**src/core/identify_capability_defs.svh**
```systemverilog
/*
 * Word numbers, field positions, fixed values and timing figures of the
 * identify capability words 65-91.
 * Assumes it is included by bare name from the package and the design.
 */
`ifndef IDENTIFY_CAPABILITY_DEFS_SVH
`define IDENTIFY_CAPABILITY_DEFS_SVH

// ----------------------------------------------------------------------
// Word numbers, used directly as register addresses
// ----------------------------------------------------------------------
`define IDW_ADDR_W          8
`define IDW_MIN_DMA         8'h41
`define IDW_REC_DMA         8'h42
`define IDW_PIO_NOFLOW      8'h43
`define IDW_PIO_IORDY       8'h44
`define IDW_MAJOR_VER       8'h50
`define IDW_MINOR_VER       8'h51
`define IDW_SUPP_0          8'h52
`define IDW_SUPP_1          8'h53
`define IDW_SUPP_2          8'h54
`define IDW_ENABLED_0       8'h55
`define IDW_APM_LEVEL       8'h5B

// ----------------------------------------------------------------------
// Timing figures in nanoseconds
// ----------------------------------------------------------------------
`define MIN_DMA_NS          16'h0078
`define REC_DMA_NS          16'h0078
`define PIO_NOFLOW_NS       16'h0078
`define PIO_IORDY_NS        16'h0078

// ----------------------------------------------------------------------
// Fixed word values
// ----------------------------------------------------------------------
`define MAJOR_VER_VAL       16'h007E
`define MINOR_VER_VAL       16'h0021
`define SUPP_0_VAL          16'h706B
`define SUPP_1_VAL          16'h7408
`define SUPP_2_VAL          16'h4000
`define APM_LEVEL_VAL       16'h0000
`define UNMAPPED_VAL        16'h0000

// ----------------------------------------------------------------------
// Enabled-features word: fixed part and dynamic bit positions
// ----------------------------------------------------------------------
`define ENABLED_FIXED       16'h0400
`define EN_NOP_BIT          14
`define EN_RDBUF_BIT        13
`define EN_WRBUF_BIT        12
`define EN_LOOKAHEAD_BIT    6
`define EN_WCACHE_BIT       5
`define EN_PM_BIT           3
`define EN_SECURITY_BIT     1
`define ENABLED_DYN_MASK    16'h7068
`define ENABLED_ALL_DYN     16'h706A

`endif

```
**src/core/identify_capability_pkg.sv**
```systemverilog
/*
 * Types shared by the identify capability words block.
 * Assumes the constants header sits beside it.
 */
`include "identify_capability_defs.svh"

package identify_capability_pkg;
    typedef logic [15:0]               id_word_t;
    typedef logic [`IDW_ADDR_W-1:0]    id_addr_t;
    typedef logic [7:0]                id_byte_t;
endpackage

```
**src/core/identify_capability_words.sv**
```systemverilog
/*
 * Read-only identify words 65-91 with the live enabled-features word 85,
 * its byte-sum share for the integrity word, and the DMA throttle hint.
 * Assumes a register port master that keeps strobes one cycle long and
 * a command engine that pulses the security password inputs.
 */
// Chosen here: the register addresses and the address-and-strobe port.
`timescale 1ns/1ps
`default_nettype none
`include "identify_capability_defs.svh"

// Contract
// - Word 65 reads 120 ns minimum DMA
// - Word 66 reads 120 ns recommended DMA
// - Throttle DMA request when host cycles faster
// - Word 67 reads 120, word 53 bit1 set
// - Word 68 reads 120 ns with IORDY
// - Word 80 sets version bits 6:1
// - Word 81 reads constant 0021H
// - Word 82 reports 706BH
// - Word 82 bit15 zero, bit14 one
// - Word 83 bit15 zero, bit14 one
// - Word 83 bits 13, 12, 10 set
// - Word 83 bit3 set, word 91 zero
// - Word 83 remaining feature bits cleared
// - Word 84 reads 4000H
// - Word 85 bits 14-12 show command enables
// - Word 85 bit10 set, listed bits cleared
// - Word 85 bits 6,5 show look-ahead, cache
// - Word 85 bit3 PM, bit1 after password
// - Byte sum share recomputed on changes
module identify_capability_words #(
    parameter logic EN_NOP_RST       = 1'b1,
    parameter logic EN_RDBUF_RST     = 1'b1,
    parameter logic EN_WRBUF_RST     = 1'b1,
    parameter logic EN_LOOKAHEAD_RST = 1'b1,
    parameter logic EN_WCACHE_RST    = 1'b1,
    parameter logic EN_PM_RST        = 1'b1
) (
    input  wire logic                             mclk_in,
    input  wire logic                             sys_rst_in,
    input  wire identify_capability_pkg::id_addr_t reg_addr_in,
    input  wire identify_capability_pkg::id_word_t reg_wdata_in,
    input  wire logic                             reg_wr_in,
    input  wire logic                             reg_rd_in,
    output logic [15:0]                           reg_rdata_out,
    input  wire logic                             sec_pw_set_in,
    input  wire logic                             sec_disable_in,
    input  wire logic [15:0]                      host_dma_cycle_ns_in,
    input  wire logic                             dma_active_in,
    output logic                                  dma_throttle_out,
    output logic                                  pio_timing_valid_out,
    output logic [7:0]                            byte_sum_out
);

    // ------------------------------------------------------------------
    // Dynamic enable state
    // ------------------------------------------------------------------
    logic [15:0] dyn_q;
    logic        sec_q;
    logic [15:0] dyn_rst;

    assign dyn_rst = (16'(EN_NOP_RST) << `EN_NOP_BIT)
                   | (16'(EN_RDBUF_RST) << `EN_RDBUF_BIT)
                   | (16'(EN_WRBUF_RST) << `EN_WRBUF_BIT)
                   | (16'(EN_LOOKAHEAD_RST) << `EN_LOOKAHEAD_BIT)
                   | (16'(EN_WCACHE_RST) << `EN_WCACHE_BIT)
                   | (16'(EN_PM_RST) << `EN_PM_BIT);

    // Set-features completion writes word 85; the new state is visible
    // to the very next read, so no identify ever returns a stale bit.
    always_ff @(posedge mclk_in)
    begin
        if (sys_rst_in)
            dyn_q <= dyn_rst;
        else if (reg_wr_in && reg_addr_in == `IDW_ENABLED_0)
            dyn_q <= reg_wdata_in & `ENABLED_DYN_MASK;
    end

    // Security can only be raised by the password command, never by a
    // plain write; a set arriving with a disable wins.
    always_ff @(posedge mclk_in)
    begin
        if (sys_rst_in)
            sec_q <= 1'b0;
        else if (sec_pw_set_in)
            sec_q <= 1'b1;
        else if (sec_disable_in)
            sec_q <= 1'b0;
    end

    // ------------------------------------------------------------------
    // Word decode
    // ------------------------------------------------------------------
    function automatic logic [15:0] word_value(
        input logic [`IDW_ADDR_W-1:0] addr,
        input logic [15:0]            dyn,
        input logic                   sec
    );
        logic [15:0] v;
        v = `UNMAPPED_VAL;
        case (addr)
            `IDW_MIN_DMA:    v = `MIN_DMA_NS;
            `IDW_REC_DMA:    v = `REC_DMA_NS;
            `IDW_PIO_NOFLOW: v = `PIO_NOFLOW_NS;
            `IDW_PIO_IORDY:  v = `PIO_IORDY_NS;
            `IDW_MAJOR_VER:  v = `MAJOR_VER_VAL;
            `IDW_MINOR_VER:  v = `MINOR_VER_VAL;
            `IDW_SUPP_0:     v = `SUPP_0_VAL;
            `IDW_SUPP_1:     v = `SUPP_1_VAL;
            `IDW_SUPP_2:     v = `SUPP_2_VAL;
            `IDW_ENABLED_0:  v = `ENABLED_FIXED | dyn | (16'(sec) << `EN_SECURITY_BIT);
            `IDW_APM_LEVEL:  v = `APM_LEVEL_VAL;
            default:         v = `UNMAPPED_VAL;
        endcase
        return v;
    endfunction

    // ------------------------------------------------------------------
    // Register port: data one cycle after the read strobe
    // ------------------------------------------------------------------
    always_ff @(posedge mclk_in)
    begin
        if (sys_rst_in)
            reg_rdata_out <= 16'h0000;
        else if (reg_rd_in)
            reg_rdata_out <= word_value(reg_addr_in, dyn_q, sec_q);
        else
            reg_rdata_out <= 16'h0000;
    end

    // ------------------------------------------------------------------
    // Integrity share: byte sum of every word served here
    // ------------------------------------------------------------------
    logic [7:0] sum_d;

    always_comb
    begin
        logic [15:0] w;
        w = 16'h0000;
        sum_d = 8'h00;
        for (int a = `IDW_MIN_DMA; a <= `IDW_APM_LEVEL; a++)
        begin
            w = word_value(a[`IDW_ADDR_W-1:0], dyn_q, sec_q);
            sum_d = sum_d + w[7:0] + w[15:8];
        end
    end

    // Recomputed every cycle, so any dynamic change reaches the
    // checksum logic one edge later.
    always_ff @(posedge mclk_in)
    begin
        if (sys_rst_in)
            byte_sum_out <= 8'h00;
        else
            byte_sum_out <= sum_d;
    end

    // ------------------------------------------------------------------
    // Flow control hint and word 53 validity
    // ------------------------------------------------------------------
    // The host may cycle faster than recommended; pausing the request is
    // left to the DMA engine, this only says when it should.
    always_ff @(posedge mclk_in)
    begin
        if (sys_rst_in)
            dma_throttle_out <= 1'b0;
        else
            dma_throttle_out <= dma_active_in && (host_dma_cycle_ns_in < `REC_DMA_NS);
    end

    always_ff @(posedge mclk_in)
    begin
        if (sys_rst_in)
            pio_timing_valid_out <= 1'b0;
        else
            pio_timing_valid_out <= 1'b1;
    end

    // ------------------------------------------------------------------
    // Checker helpers
    // ------------------------------------------------------------------
    // True for every word this block serves; anything else reads zero.
    function automatic logic word_mapped(
        input logic [`IDW_ADDR_W-1:0] addr
    );
        logic hit;
        hit = 1'b0;
        case (addr)
            `IDW_MIN_DMA,
            `IDW_REC_DMA,
            `IDW_PIO_NOFLOW,
            `IDW_PIO_IORDY,
            `IDW_MAJOR_VER,
            `IDW_MINOR_VER,
            `IDW_SUPP_0,
            `IDW_SUPP_1,
            `IDW_SUPP_2,
            `IDW_ENABLED_0,
            `IDW_APM_LEVEL: hit = 1'b1;
            default:        hit = 1'b0;
        endcase
        return hit;
    endfunction

    function automatic logic [7:0] byte_pair(input logic [15:0] w);
        return w[7:0] + w[15:8];
    endfunction

    // Byte sum rebuilt from the constants and dyn_q/sec_q, not word_value, so a decode slip in
    // word_value cannot hide inside its own checksum.
    logic [15:0] ref_w85;
    logic [7:0]  ref_sum;

    assign ref_w85 = `ENABLED_FIXED | dyn_q | (16'(sec_q) << `EN_SECURITY_BIT);

    assign ref_sum = byte_pair(`MIN_DMA_NS)
                   + byte_pair(`REC_DMA_NS)
                   + byte_pair(`PIO_NOFLOW_NS)
                   + byte_pair(`PIO_IORDY_NS)
                   + byte_pair(`MAJOR_VER_VAL)
                   + byte_pair(`MINOR_VER_VAL)
                   + byte_pair(`SUPP_0_VAL)
                   + byte_pair(`SUPP_1_VAL)
                   + byte_pair(`SUPP_2_VAL)
                   + byte_pair(ref_w85)
                   + byte_pair(`APM_LEVEL_VAL);
endmodule

`default_nettype wire

```
**config.mk**
```make
export PLATFORM = sky130hd
export DESIGN_NAME = identify_capability_words
export DESIGN_NICKNAME = d
export VERILOG_FILES = /design/src/core/identify_capability_pkg.sv /design/src/core/identify_capability_words.sv
export VERILOG_INCLUDE_DIRS = /design/src /design/src/core
export SDC_FILE = /design/constraint.sdc
export NUM_CORES = 1
export LEC_CHECK = 0
export BUFFER_PORTS_ARGS = -buffer_cell sky130_fd_sc_hd__buf_2
export CAP_MARGIN = 40
export CORE_MARGIN = 2
export CORE_UTILIZATION = 39
export CTS_BUF_LIST = sky130_fd_sc_hd__clkbuf_8
export CTS_CLUSTER_DIAMETER = 150
export DETAILED_ROUTE_END_ITERATION = 8
export GPL_TIMING_DRIVEN = 0
export MAX_ROUTING_LAYER = met4
export PLACE_DENSITY = 0.74
export SETUP_SLACK_MARGIN = 0.05
export SYNTH_ARGS = -nofsm -noshare
export SYNTH_HDL_FRONTEND = slang
export SYNTH_SLANG_ARGS = --single-unit
```
**constraint.sdc**
```tcl
create_clock -name mclk_in -period 1.2 [get_ports mclk_in]
set_input_delay 0.24 -clock mclk_in [delete_from_list [all_inputs] [get_ports mclk_in]]
set_output_delay 0.24 -clock mclk_in [all_outputs]
set_load 0.005 [all_outputs]
```
==> run_results.csv, run 1 <==
group,metric,value,unit
status,outcome,"complete, no violations",
detailed_routing,wl_per_cell,10.8,um
flow_run,drv_cap,0,
finish,area_growth,33.1,%
synthesis,ys_top_cells_by_area,"dfxtp_1 46%, nor2_1 7.6%, mux2i_1 5.1%, a21oi_1 4.2%, buf_4 3.8%",
sta,period_needed,1.09,ns
detailed_routing,wirelength_met1,1.01,mm
critical_path,end_kind,"register",
finish,diodes,0,
critical_path,crit_fanout,3,
synthesis,syn_area,1180,um^2
power,swShare,0.231,
synthesis,synthArstFlopShare,0,
sta,skew,0.00112,ns
power,p_comb_frac,0.126,
detailed_routing,vias_per_cell,4.77,
power,p_sw,0.000375,W
detailed_routing,drt-total-wl,2.48,mm
critical_path,reg2reg_depth,3,
synthesis,synth_ff_type,"dfxtp_1",
placed_design,dp.final_hpwl,1.99,mm
worst_hold_path,hold_end,"sec_q",
synthesis,synth_top_area_cell,"dfxtp_1",
grt,grt_pass1_wl,4.06,mm
synthesis,ys_seq_area_frac,0.456,
power,p_leak,0.830,nW
synthesis,yosysWarnings,0,
finish,fin_nets,248,
clock_network,cts_made_buffers,3,
synthesis,yosysMostFrequentCell,"dfxtp_1",
floorplan,die_area,3500,um^2
synthesis,ys_types,30,
detailed_routing,drt_iter0_drc,34,
detailed_routing,dr_total_vias,1098,
sta,hold_viol,0,
grt,gr-total-overflow,0,
detailed_routing,top_layer,"met4",
sta,max_freq,913,MHz
sta,slew_viol_final,0,
critical_path,arrival,1.24,ns
synthesis,synth.top_cells.by_count,"27 x dfxtp_1, 24 x nor2_1, 10 x a21oi_1",
power,pwr-share-clk,0.309,
floorplan,core_area,2980,um^2
power,power,0.00162,W
sta,grt_setup_unrepaired,"no",
detailed_routing,drcViolationCount,0,
detailed_routing,dr_wl_met2,1.30,mm
grt,grt_pass1_vias,965,
placed_design,place_congestion,0.822,
synthesis,syn_inst,135,
detailed_routing,first_pass_iters,4,
finish,drive_above_1_share,0.386,
floorplan,die_y,59.1,um
power,p_int,0.00125,W
placed_design,portBuffers,53,
critical_path,cp-start-kind,"register",
sta,fin_crit_sh,0.912,
power,pwr-share-seq,0.566,
synthesis,synth.avg_cell_area,8.78,um^2
clock_network,cts_tree,"done",
floorplan,die_width,59.1,um
detailed_routing,met3_length,126,um
clock_network,clockBufferDepth,2,
critical_path,required,1.34,ns
synthesis,synth_seq_cells,27,
synthesis,synth_top_area_share,0.456,
floorplan,io_pins,73,
critical_path,r2r_setup_slack,0.11,ns
clock_network,h-tree-depth,1,
synthesis,synth_edf_count,0,
clock_network,cts_root_buf,"clkbuf_8",
clock_network,clock_latency,0.27,ns
floorplan,initial_core_util,0.398,
grt,antenna_found_initial,0,
power,power.density,1030,nW/um^2
critical_path,rr_endpoint,"byte_sum_out[6]",
clock_network,cts_setup_buffers,0,
detailed_routing,ant_nets,0,
floorplan,floorplan.rows,20,
critical_path,critPathKind,"reg2reg",
worst_hold_path,holdCritStartpoint,"sec_pw_set_in",
grt,grt_start_max_net_pins,16,
worst_hold_path,min_path_type,"in2reg",
clock_network,cts.sinks,27,
finish,final_util,0.529,
sta,finalSetupViolations,0,
critical_path,reg2reg_from,"dyn_q[6]",
worst_hold_path,min_path_cells,3,
clock_network,clk_pin_slew,0.09,ns
grt,grt_usage,0.156,
power,ir_drop,459,uV
==> final cells by class <==
type | count | area, um^2
tap | 33 | 41.3
fill | 288 | 1400
sequential | 27 | 546
clock inverter | 1 | 5.00
inverter | 5 | 18.8
timing repair buffer | 53 | 265
multi-input combinational | 96 | 587
buffer | 12 | 72.6
clock buffer | 3 | 41.3
==> repair_timing <==
item,in CTS,in global routing
endpoints found under the hold margin,0,0
setup endpoints to repair,2,2
pin swaps,1,0
resized for setup,3,4
hold buffers,0,0
==> cell usage in the layout (no fill, tap or decap), types with 2 or more instances in the layout <==
cell | netlist | final
o21a_1 | 2 | 2
conb_1 | 1 | 6
buf_2 | 4 | 57
nor4_1 | 3 | 3
nand3b_1 | 2 | 2
nand3_1 | 2 | 2
nand2b_1 | 3 | 3
or3_1 | 2 | 2
nand2_1 | 6 | 6
clkbuf_1 | 2 | 2
clkbuf_8 | 0 | 3
and3_1 | 2 | 2
o21ai_0 | 4 | 3
nor2_1 | 24 | 24
inv_1 | 5 | 5
nor3_1 | 6 | 6
buf_4 | 6 | 6
a21oi_1 | 10 | 10
mux2i_1 | 6 | 6
dfxtp_2 | 0 | 4
nor2b_1 | 6 | 5
ha_1 | 3 | 2
dfxtp_1 | 27 | 23
==> sequential cells by signal, indices dropped and copies added (netlist names) <==
register              flops
byte_sum_out              7
reg_rdata_out            11
dma_throttle_out          1
pio_timing_valid_out      1
sec_q                     1
dyn_q                     6
==> power groups by stage <==
stage / sequential (W) / clock [W] / combinational (W)
finish: 0.000917 / 0.000500 / 0.000204
global route: 0.000920 / 0.000548 / 0.000229
CTS: 0.000918 / 0.000518 / 0.000205
detailed placement: 0.000938 / 0 / 0.000204
global placement: 0.000938 / 0 / 0.000201
floorplan: 0.000941 / 0 / 0.000107
==> metal layers <==
metal | GRT usage | vias up
li1 | - | 568
met1 | 0.181 | 490
met2 | 0.271 | 36
met3 | 0.0218 | 4
met4 | 0.0584 | 0
met5 | - | -
==> stage by stage <==
stage / setup slack (ns) / TNS [ns] / hold WS (ns) / std cells / cell area [um^2]
6_report: 0.105 / 0 / 0.175 / 230 / 1580
5_1_grt: 0.0670 / 0 / 0.192 / 230 / 1580
4_1_cts: 0.0708 / 0 / 0.170 / 230 / 1570
3_5_place_dp: -0.137 / -0.999 / 0.455 / 226 / 1510
3_3_place_gp: -0.135 / -0.987 / 0.452 / 226 / 1510
2_1_floorplan: 0.113 / 0 / 0.357 / 140 / 1200
==> worst max path at each step <==
| stage | from | endpoint | slack, ns | depth (start not counted) |
|---|---|---|---|---|
| floorplan | reg_addr_in[3] | reg_rdata_out[5] | 0.11 | 3 |
| global placement | reg_addr_in[3] | dyn_q[12] | -0.13 | 4 |
| CTS | dyn_q[3] | byte_sum_out[7] | 0.07 | 5 |
| detailed placement | reg_addr_in[3] | dyn_q[5] | -0.14 | 4 |
| global route | dyn_q[5] | byte_sum_out[6] | 0.07 | 4 |
| finish | dyn_q[6] | byte_sum_out[6] | 0.11 | 3 |
==> worst max-delay path, stage by stage, from the launching register on <==
cell     delay [ns]
dfxtp_1        0.34
ha_1           0.33
nor3_1         0.22
nor3_1         0.08
==> logic make-up (layout without fill, tap and decap cells) <==
logic type	after synthesis	in the layout	share of synthesized area
adder cells (fa/ha/maj)	3	3	0.0317
other	1	6	0.00316
flip-flops	27	27	0.456
AO/OA/AOI/OAI	19	19	0.0971
AND/OR/NAND/NOR	60	60	0.269
multiplexers	6	6	0.0507
buffers and inverters	17	74	0.0771
XOR/XNOR	2	2	0.0148
(Power assumes the default switching activity.)
==> inputs of run 2 (changes only) <==
--- a/config.mk
+++ b/config.mk
@@ -8,14 +8,13 @@
 export LEC_CHECK = 0
 export BUFFER_PORTS_ARGS = -buffer_cell sky130_fd_sc_hd__buf_2
 export CAP_MARGIN = 40
-export CORE_MARGIN = 2
-export CORE_UTILIZATION = 39
+export CORE_UTILIZATION = 44
 export CTS_BUF_LIST = sky130_fd_sc_hd__clkbuf_8
 export CTS_CLUSTER_DIAMETER = 150
 export DETAILED_ROUTE_END_ITERATION = 8
 export GPL_TIMING_DRIVEN = 0
 export MAX_ROUTING_LAYER = met4
-export PLACE_DENSITY = 0.74
+export PLACE_DENSITY = 0.82
 export SETUP_SLACK_MARGIN = 0.05
 export SYNTH_ARGS = -nofsm -noshare
 export SYNTH_HDL_FRONTEND = slang
==> run_results.csv, run 2 (synthesis results as in run 1) <==
group,metric,value,unit
placed_design,dp_cells,223,
clock_network,cts.sinks,27,
finish,drive_above_1_share,0.386,
floorplan,core_area,2500,um^2
detailed_routing,vias_per_cell,4.80,
floorplan,die_area,2900,um^2
detailed_routing,drt_iter0_drc,9,
critical_path,rr_endpoint,"byte_sum_out[7]",
power,p_leak,0.830,nW
worst_hold_path,min_path_type,"in2reg",
finish,fill_cells,208,
clock_network,cts_root_buf,"clkbuf_8",
placed_design,dp.final_hpwl,1.99,mm
sta,slew_viol_final,0,
grt,gr-total-overflow,0,
grt,antenna_found_initial,0,
finish,largest_registers,"reg_rdata_out: 11 flops, byte_sum_out: 7 flops, dyn_q: 6 flops",
sta,fin_crit_sh,0.912,
critical_path,end_kind,"register",
clock_network,clk_pin_slew,0.09,ns
clock_network,clock_latency,0.27,ns
grt,grt_pass1_wl,3.75,mm
detailed_routing,ant_nets,0,
clock_network,h-tree-depth,1,
floorplan,floorplan.rows,18,
power,swShare,0.234,
power,p_int,0.00125,W
grt,gr-max-usage-layer,"met2",
finish,area_growth,33.2,%
finish,ff_latch_area,544,um^2
critical_path,critPathKind,"reg2reg",
sta,hold_ws,0.181,ns
sta,finalSetupViolations,0,
sta,fin_ws,0.106,ns
finish,largest_reg_flops,11,
power,p_sw,0.000382,W
placed_design,pre_cts_ws,-0.135,ns
detailed_routing,dr_total_vias,1090,
placed_design,portBuffers,53,
clock_network,cts_tree,"done",
power,power.density,1030,nW/um^2
finish,fin_nets,248,
sta,max_freq,914,MHz
placed_design,place_congestion,0.817,
grt,grt_usage,0.187,
sta,grt_setup_unrepaired,"yes",
power,ir_drop,694,uV
grt,use_met1,0.223,
clock_network,hold_buffers,0,
critical_path,worstSetupStartpoint,"dyn_q[5]",
clock_network,cts_made_buffers,3,
finish,stdcell_count,227,
finish,diodes,0,
critical_path,arrival,1.24,ns
power,pwr-share-clk,0.311,
grt,grt_start_max_net_pins,16,
finish,multi_input_area,593,um^2
floorplan,die_y,53.9,um
sta,period_needed,1.09,ns
status,outcome,"complete, no violations",
clock_network,clockBufferDepth,2,
floorplan,initial_core_util,0.474,
flow_run,drv_cap,0,
detailed_routing,drcViolationCount,0,
detailed_routing,wl_per_cell,11.2,um
critical_path,cp-start-kind,"register",
critical_path,r2r_setup_slack,0.11,ns
grt,grt_pass1_vias,894,
power,pwr-share-seq,0.563,
detailed_routing,first_pass_iters,4,
sta,skew,0.00388,ns
finish,top_register,"reg_rdata_out",
critical_path,reg2reg_depth,4,
power,p_comb_frac,0.126,
detailed_routing,drt-total-wl,2.55,mm
critical_path,crit_fanout,3,
critical_path,critPathCapture,"byte_sum_out[7]",
floorplan,die_width,53.9,um
grt,use_met2,0.305,
power,power,0.00163,W
sta,hold_viol,0,
critical_path,required,1.35,ns
grt,met3_usage,0.0367,
floorplan,io_pins,73,
critical_path,reg2reg_from,"dyn_q[5]",
finish,mostFrequentLayoutCells,"57 x buf_2, 24 x nor2_1, 24 x dfxtp_1",
finish,final_common_cell,"buf_2",
[run 2: cell count changes in the layout (fill, tap and decap cells not counted)]
cell	change
nor4_1	-1
nor4_2	+1
dfxtp_1	+1
dfxtp_2	-1
[run 2: per-stage QoR]
step,utilization,setup TNS (ns),cell area (um^2)
finish,0.631,0,1580
global route,0.631,0,1580
CTS,0.621,0,1550
detailed placement,0.603,-1.16,1510
global placement,0.603,-0.832,1510
floorplan,-,0,1200
[run 2: how the worst min path moves through the flow]
stage                                        start                to  depth (start not counted)
after global routing      host_dma_cycle_ns_in[11]  dma_throttle_out                          4
final                                sec_pw_set_in             sec_q                          3
after detailed placement             sec_pw_set_in             sec_q                          3
after global placement                       sec_q   byte_sum_out[1]                          1
after floorplan                      sec_pw_set_in             sec_q                          2
after CTS                            sec_pw_set_in             sec_q                          3
[run 2: metal layers]
layer,part of all wire,up-vias
met4,0.013,0
met1,0.43,488
li1,-,564
met2,0.51,34
met3,0.046,4
met5,0,-
[run 2: worst max-delay path: stages, from the launching register on]
cell     delay [ns]
dfxtp_2        0.35
ha_4           0.24
nor2b_2        0.15
o21ai_1        0.14
a21oi_1        0.08
[run 2: cell type report]
| cell class | count | area share |
|---|---|---|
| Buffer | 12 | 0.0460 |
| Clock buffer | 3 | 0.0262 |
| Clock inverter | 1 | 0.00317 |
| Inverter | 5 | 0.0119 |
| Multi-Input combinational cell | 96 | 0.376 |
| Sequential cell | 27 | 0.345 |
| Tap cell | 30 | 0.0238 |
| Timing Repair Buffer | 53 | 0.168 |
[run 2: repair_timing]
item                       4_1_cts  5_1_grt
setup buffers                    0        0
resized for setup                1        6
setup endpoints to repair        1        4
[run 2: power by group through the flow]
stage                     Clock, W  Combinational [W]  Sequential [W]
final                     0.000506           0.000205        0.000918
after global routing      0.000551           0.000229        0.000921
after CTS                 0.000514           0.000203        0.000918
after detailed placement         0           0.000202        0.000939
after global placement           0           0.000195        0.000938
after floorplan                  0           0.000107        0.000941
==> inputs of run 3 (changes only) <==
--- a/config.mk
+++ b/config.mk
@@ -6,15 +6,15 @@
 export SDC_FILE = /design/constraint.sdc
 export NUM_CORES = 1
 export LEC_CHECK = 0
-export BUFFER_PORTS_ARGS = -buffer_cell sky130_fd_sc_hd__buf_2
 export CAP_MARGIN = 40
-export CORE_UTILIZATION = 44
+export CORE_UTILIZATION = 64
 export CTS_BUF_LIST = sky130_fd_sc_hd__clkbuf_8
 export CTS_CLUSTER_DIAMETER = 150
 export DETAILED_ROUTE_END_ITERATION = 8
+export DONT_BUFFER_PORTS = 1
 export GPL_TIMING_DRIVEN = 0
 export MAX_ROUTING_LAYER = met4
-export PLACE_DENSITY = 0.82
+export PLACE_DENSITY = 0.8
 export SETUP_SLACK_MARGIN = 0.05
 export SYNTH_ARGS = -nofsm -noshare
 export SYNTH_HDL_FRONTEND = slang
==> run_results.csv, run 3 (synthesis results as in run 1) <==
group,metric,value,unit
critical_path,r2r_setup_slack,0.13,ns
critical_path,crit_slowest_cell,"dfxtp_2",
sta,fin_crit_sh,0.894,
critical_path,critPathTopFamily,"flip-flops",
placed_design,place_congestion,0.825,
floorplan,floorplan.rows,15,
detailed_routing,drt_iter0_drc,15,
power,ir_drop,836,uV
finish,fill_cells,127,
clock_network,cts_made_buffers,3,
critical_path,critical_path_buf_inv_count,0,
critical_path,rr_endpoint,"byte_sum_out[7]",
critical_path,arrival,1.21,ns
clock_network,h-tree-depth,1,
critical_path,reg2reg_from,"dyn_q[13]",
floorplan,die_y,45.0,um
detailed_routing,ant_nets,0,
clock_network,cts_root_buf,"clkbuf_8",
critical_path,critPathKind,"reg2reg",
power,power.density,1190,nW/um^2
clock_network,clk_pin_slew,0.09,ns
placed_design,pre_cts_ws,-0.0233,ns
floorplan,die_area,2030,um^2
clock_network,clock_latency,0.26,ns
detailed_routing,first_pass_iters,4,
critical_path,worst-path-stages,4,
finish,drive_above_1_share,0.160,
power,p_leak,0.594,nW
grt,gr-total-overflow,0,
finish,top_register,"reg_rdata_out",
sta,skew,0.00322,ns
clock_network,hold_buffers,0,
finish,fin_nets,195,
critical_path,reg2reg_depth,4,
clock_network,clockBufferDepth,2,
detailed_routing,drcViolationCount,0,
detailed_routing,vias_per_cell,5.47,
finish,final_common_cell,"nor2_1",
grt,antenna_found_initial,0,
placed_design,place_area,1230,um^2
sta,slew_viol_final,0,
floorplan,io_pins,73,
critical_path,cp-start-kind,"register",
clock_network,cts.sinks,27,
grt,grt_start_max_net_pins,17,
sta,max_freq,932,MHz
finish,area_growth,10.0,%
worst_hold_path,hold_end,"dma_throttle_out",
clock_network,cts_setup_buffers,0,
finish,final_area,1300,um^2
clock_network,cts_tree,"done",
critical_path,cp_cell_sequence,"ha_4 -> nor2b_2 -> o21ai_1 -> a21oi_1",
placed_design,portBuffers,0,
detailed_routing,drt-total-wl,2.19,mm
floorplan,die_width,45.0,um
grt,grt_pass1_vias,804,
sta,finalSetupViolations,0,
grt,grt_pass1_wl,3.35,mm
floorplan,initial_core_util,0.686,
finish,diodes,0,
critical_path,slowest_delay,0.35,ns
worst_hold_path,min_path_cells,2,
critical_path,end_kind,"register",
detailed_routing,dr_total_vias,924,
grt,grt_usage,0.234,
sta,fin_ws,0.127,ns
sta,hold_viol,0,
critical_path,worstSetupStartpoint,"dyn_q[13]",
worst_hold_path,holdCritStartpoint,"dma_active_in",
sta,hold_ws,0.100,ns
status,outcome,"complete, no violations",
finish,largest_reg_flops,11,
critical_path,required,1.34,ns
flow_run,drv_cap,0,
finish,mostFrequentLayoutCells,"24 x nor2_1, 23 x dfxtp_1, 10 x a21oi_1",
sta,period_needed,1.07,ns
worst_hold_path,min_path_type,"in2reg",
placed_design,dp.final_hpwl,1.72,mm
detailed_routing,wl_per_cell,13.0,um
sta,grt_setup_unrepaired,"no",
critical_path,crit_fanout,3,
finish,largest_registers,"reg_rdata_out: 11 flops, byte_sum_out: 7 flops, dyn_q: 6 flops",
power,power,0.00155,W
floorplan,core_area,1730,um^2
## run 3: cell count changes in the layout (fill, tap and decap cells not counted)
cell        delta
clkinv_2       -1
clkinvlp_4     +1
nor4_1         +1
nor4_2         -1
buf_2         -53
dfxtp_1        -1
dfxtp_2        +1
## run 3: how the worst max path moves through the flow
stage / endpoint / slack (ns)
after global placement: reg_rdata_out[5] / -0.001
after global routing: byte_sum_out[7] / 0.06
after detailed placement: reg_rdata_out[5] / -0.02
after floorplan: reg_rdata_out[5] / 0.11
after CTS: byte_sum_out[7] / 0.08
final: byte_sum_out[7] / 0.13
## run 3: area by class of cell
class                           count  area (um^2)  share of cell area
Clock inverter                      1         7.51             0.00576
Multi-Input combinational cell     96          587               0.450
Sequential cell                    27          546               0.418
Buffer                             12         72.6              0.0557
Inverter                            5         18.8              0.0144
Tap cell                           25         31.3              0.0240
Clock buffer                        3         41.3              0.0317
## run 3: repair_timing
item / in CTS / in global routing
pin swaps: 1 / 0
gates cloned: 0 / 0
endpoints found under the setup margin: 2 / 1
gates resized for setup: 3 / 4
## run 3: power by group
part,switching [W],internal (W)
Clock,0.000266,0.000235
Sequential,0.00000961,0.000912
Combinational,0.0000689,0.0000573
## run 3: through the flow
step,utilization,TNS (ns),cells
floorplan,-,0,140
global placement,0.715,-0.00149,165
detailed placement,0.715,-0.0233,165
CTS,0.751,0,169
global route,0.755,0,169
finish,0.755,0,169
## run 3: layer usage
metal  GRT usage  vias to the layer above  wire length, um
met4      0.0848                        0               24
met5           -                        -                0
li1            -                      461                -
met1       0.296                      430              966
met3      0.0360                        4              107
met2       0.377                       29             1100
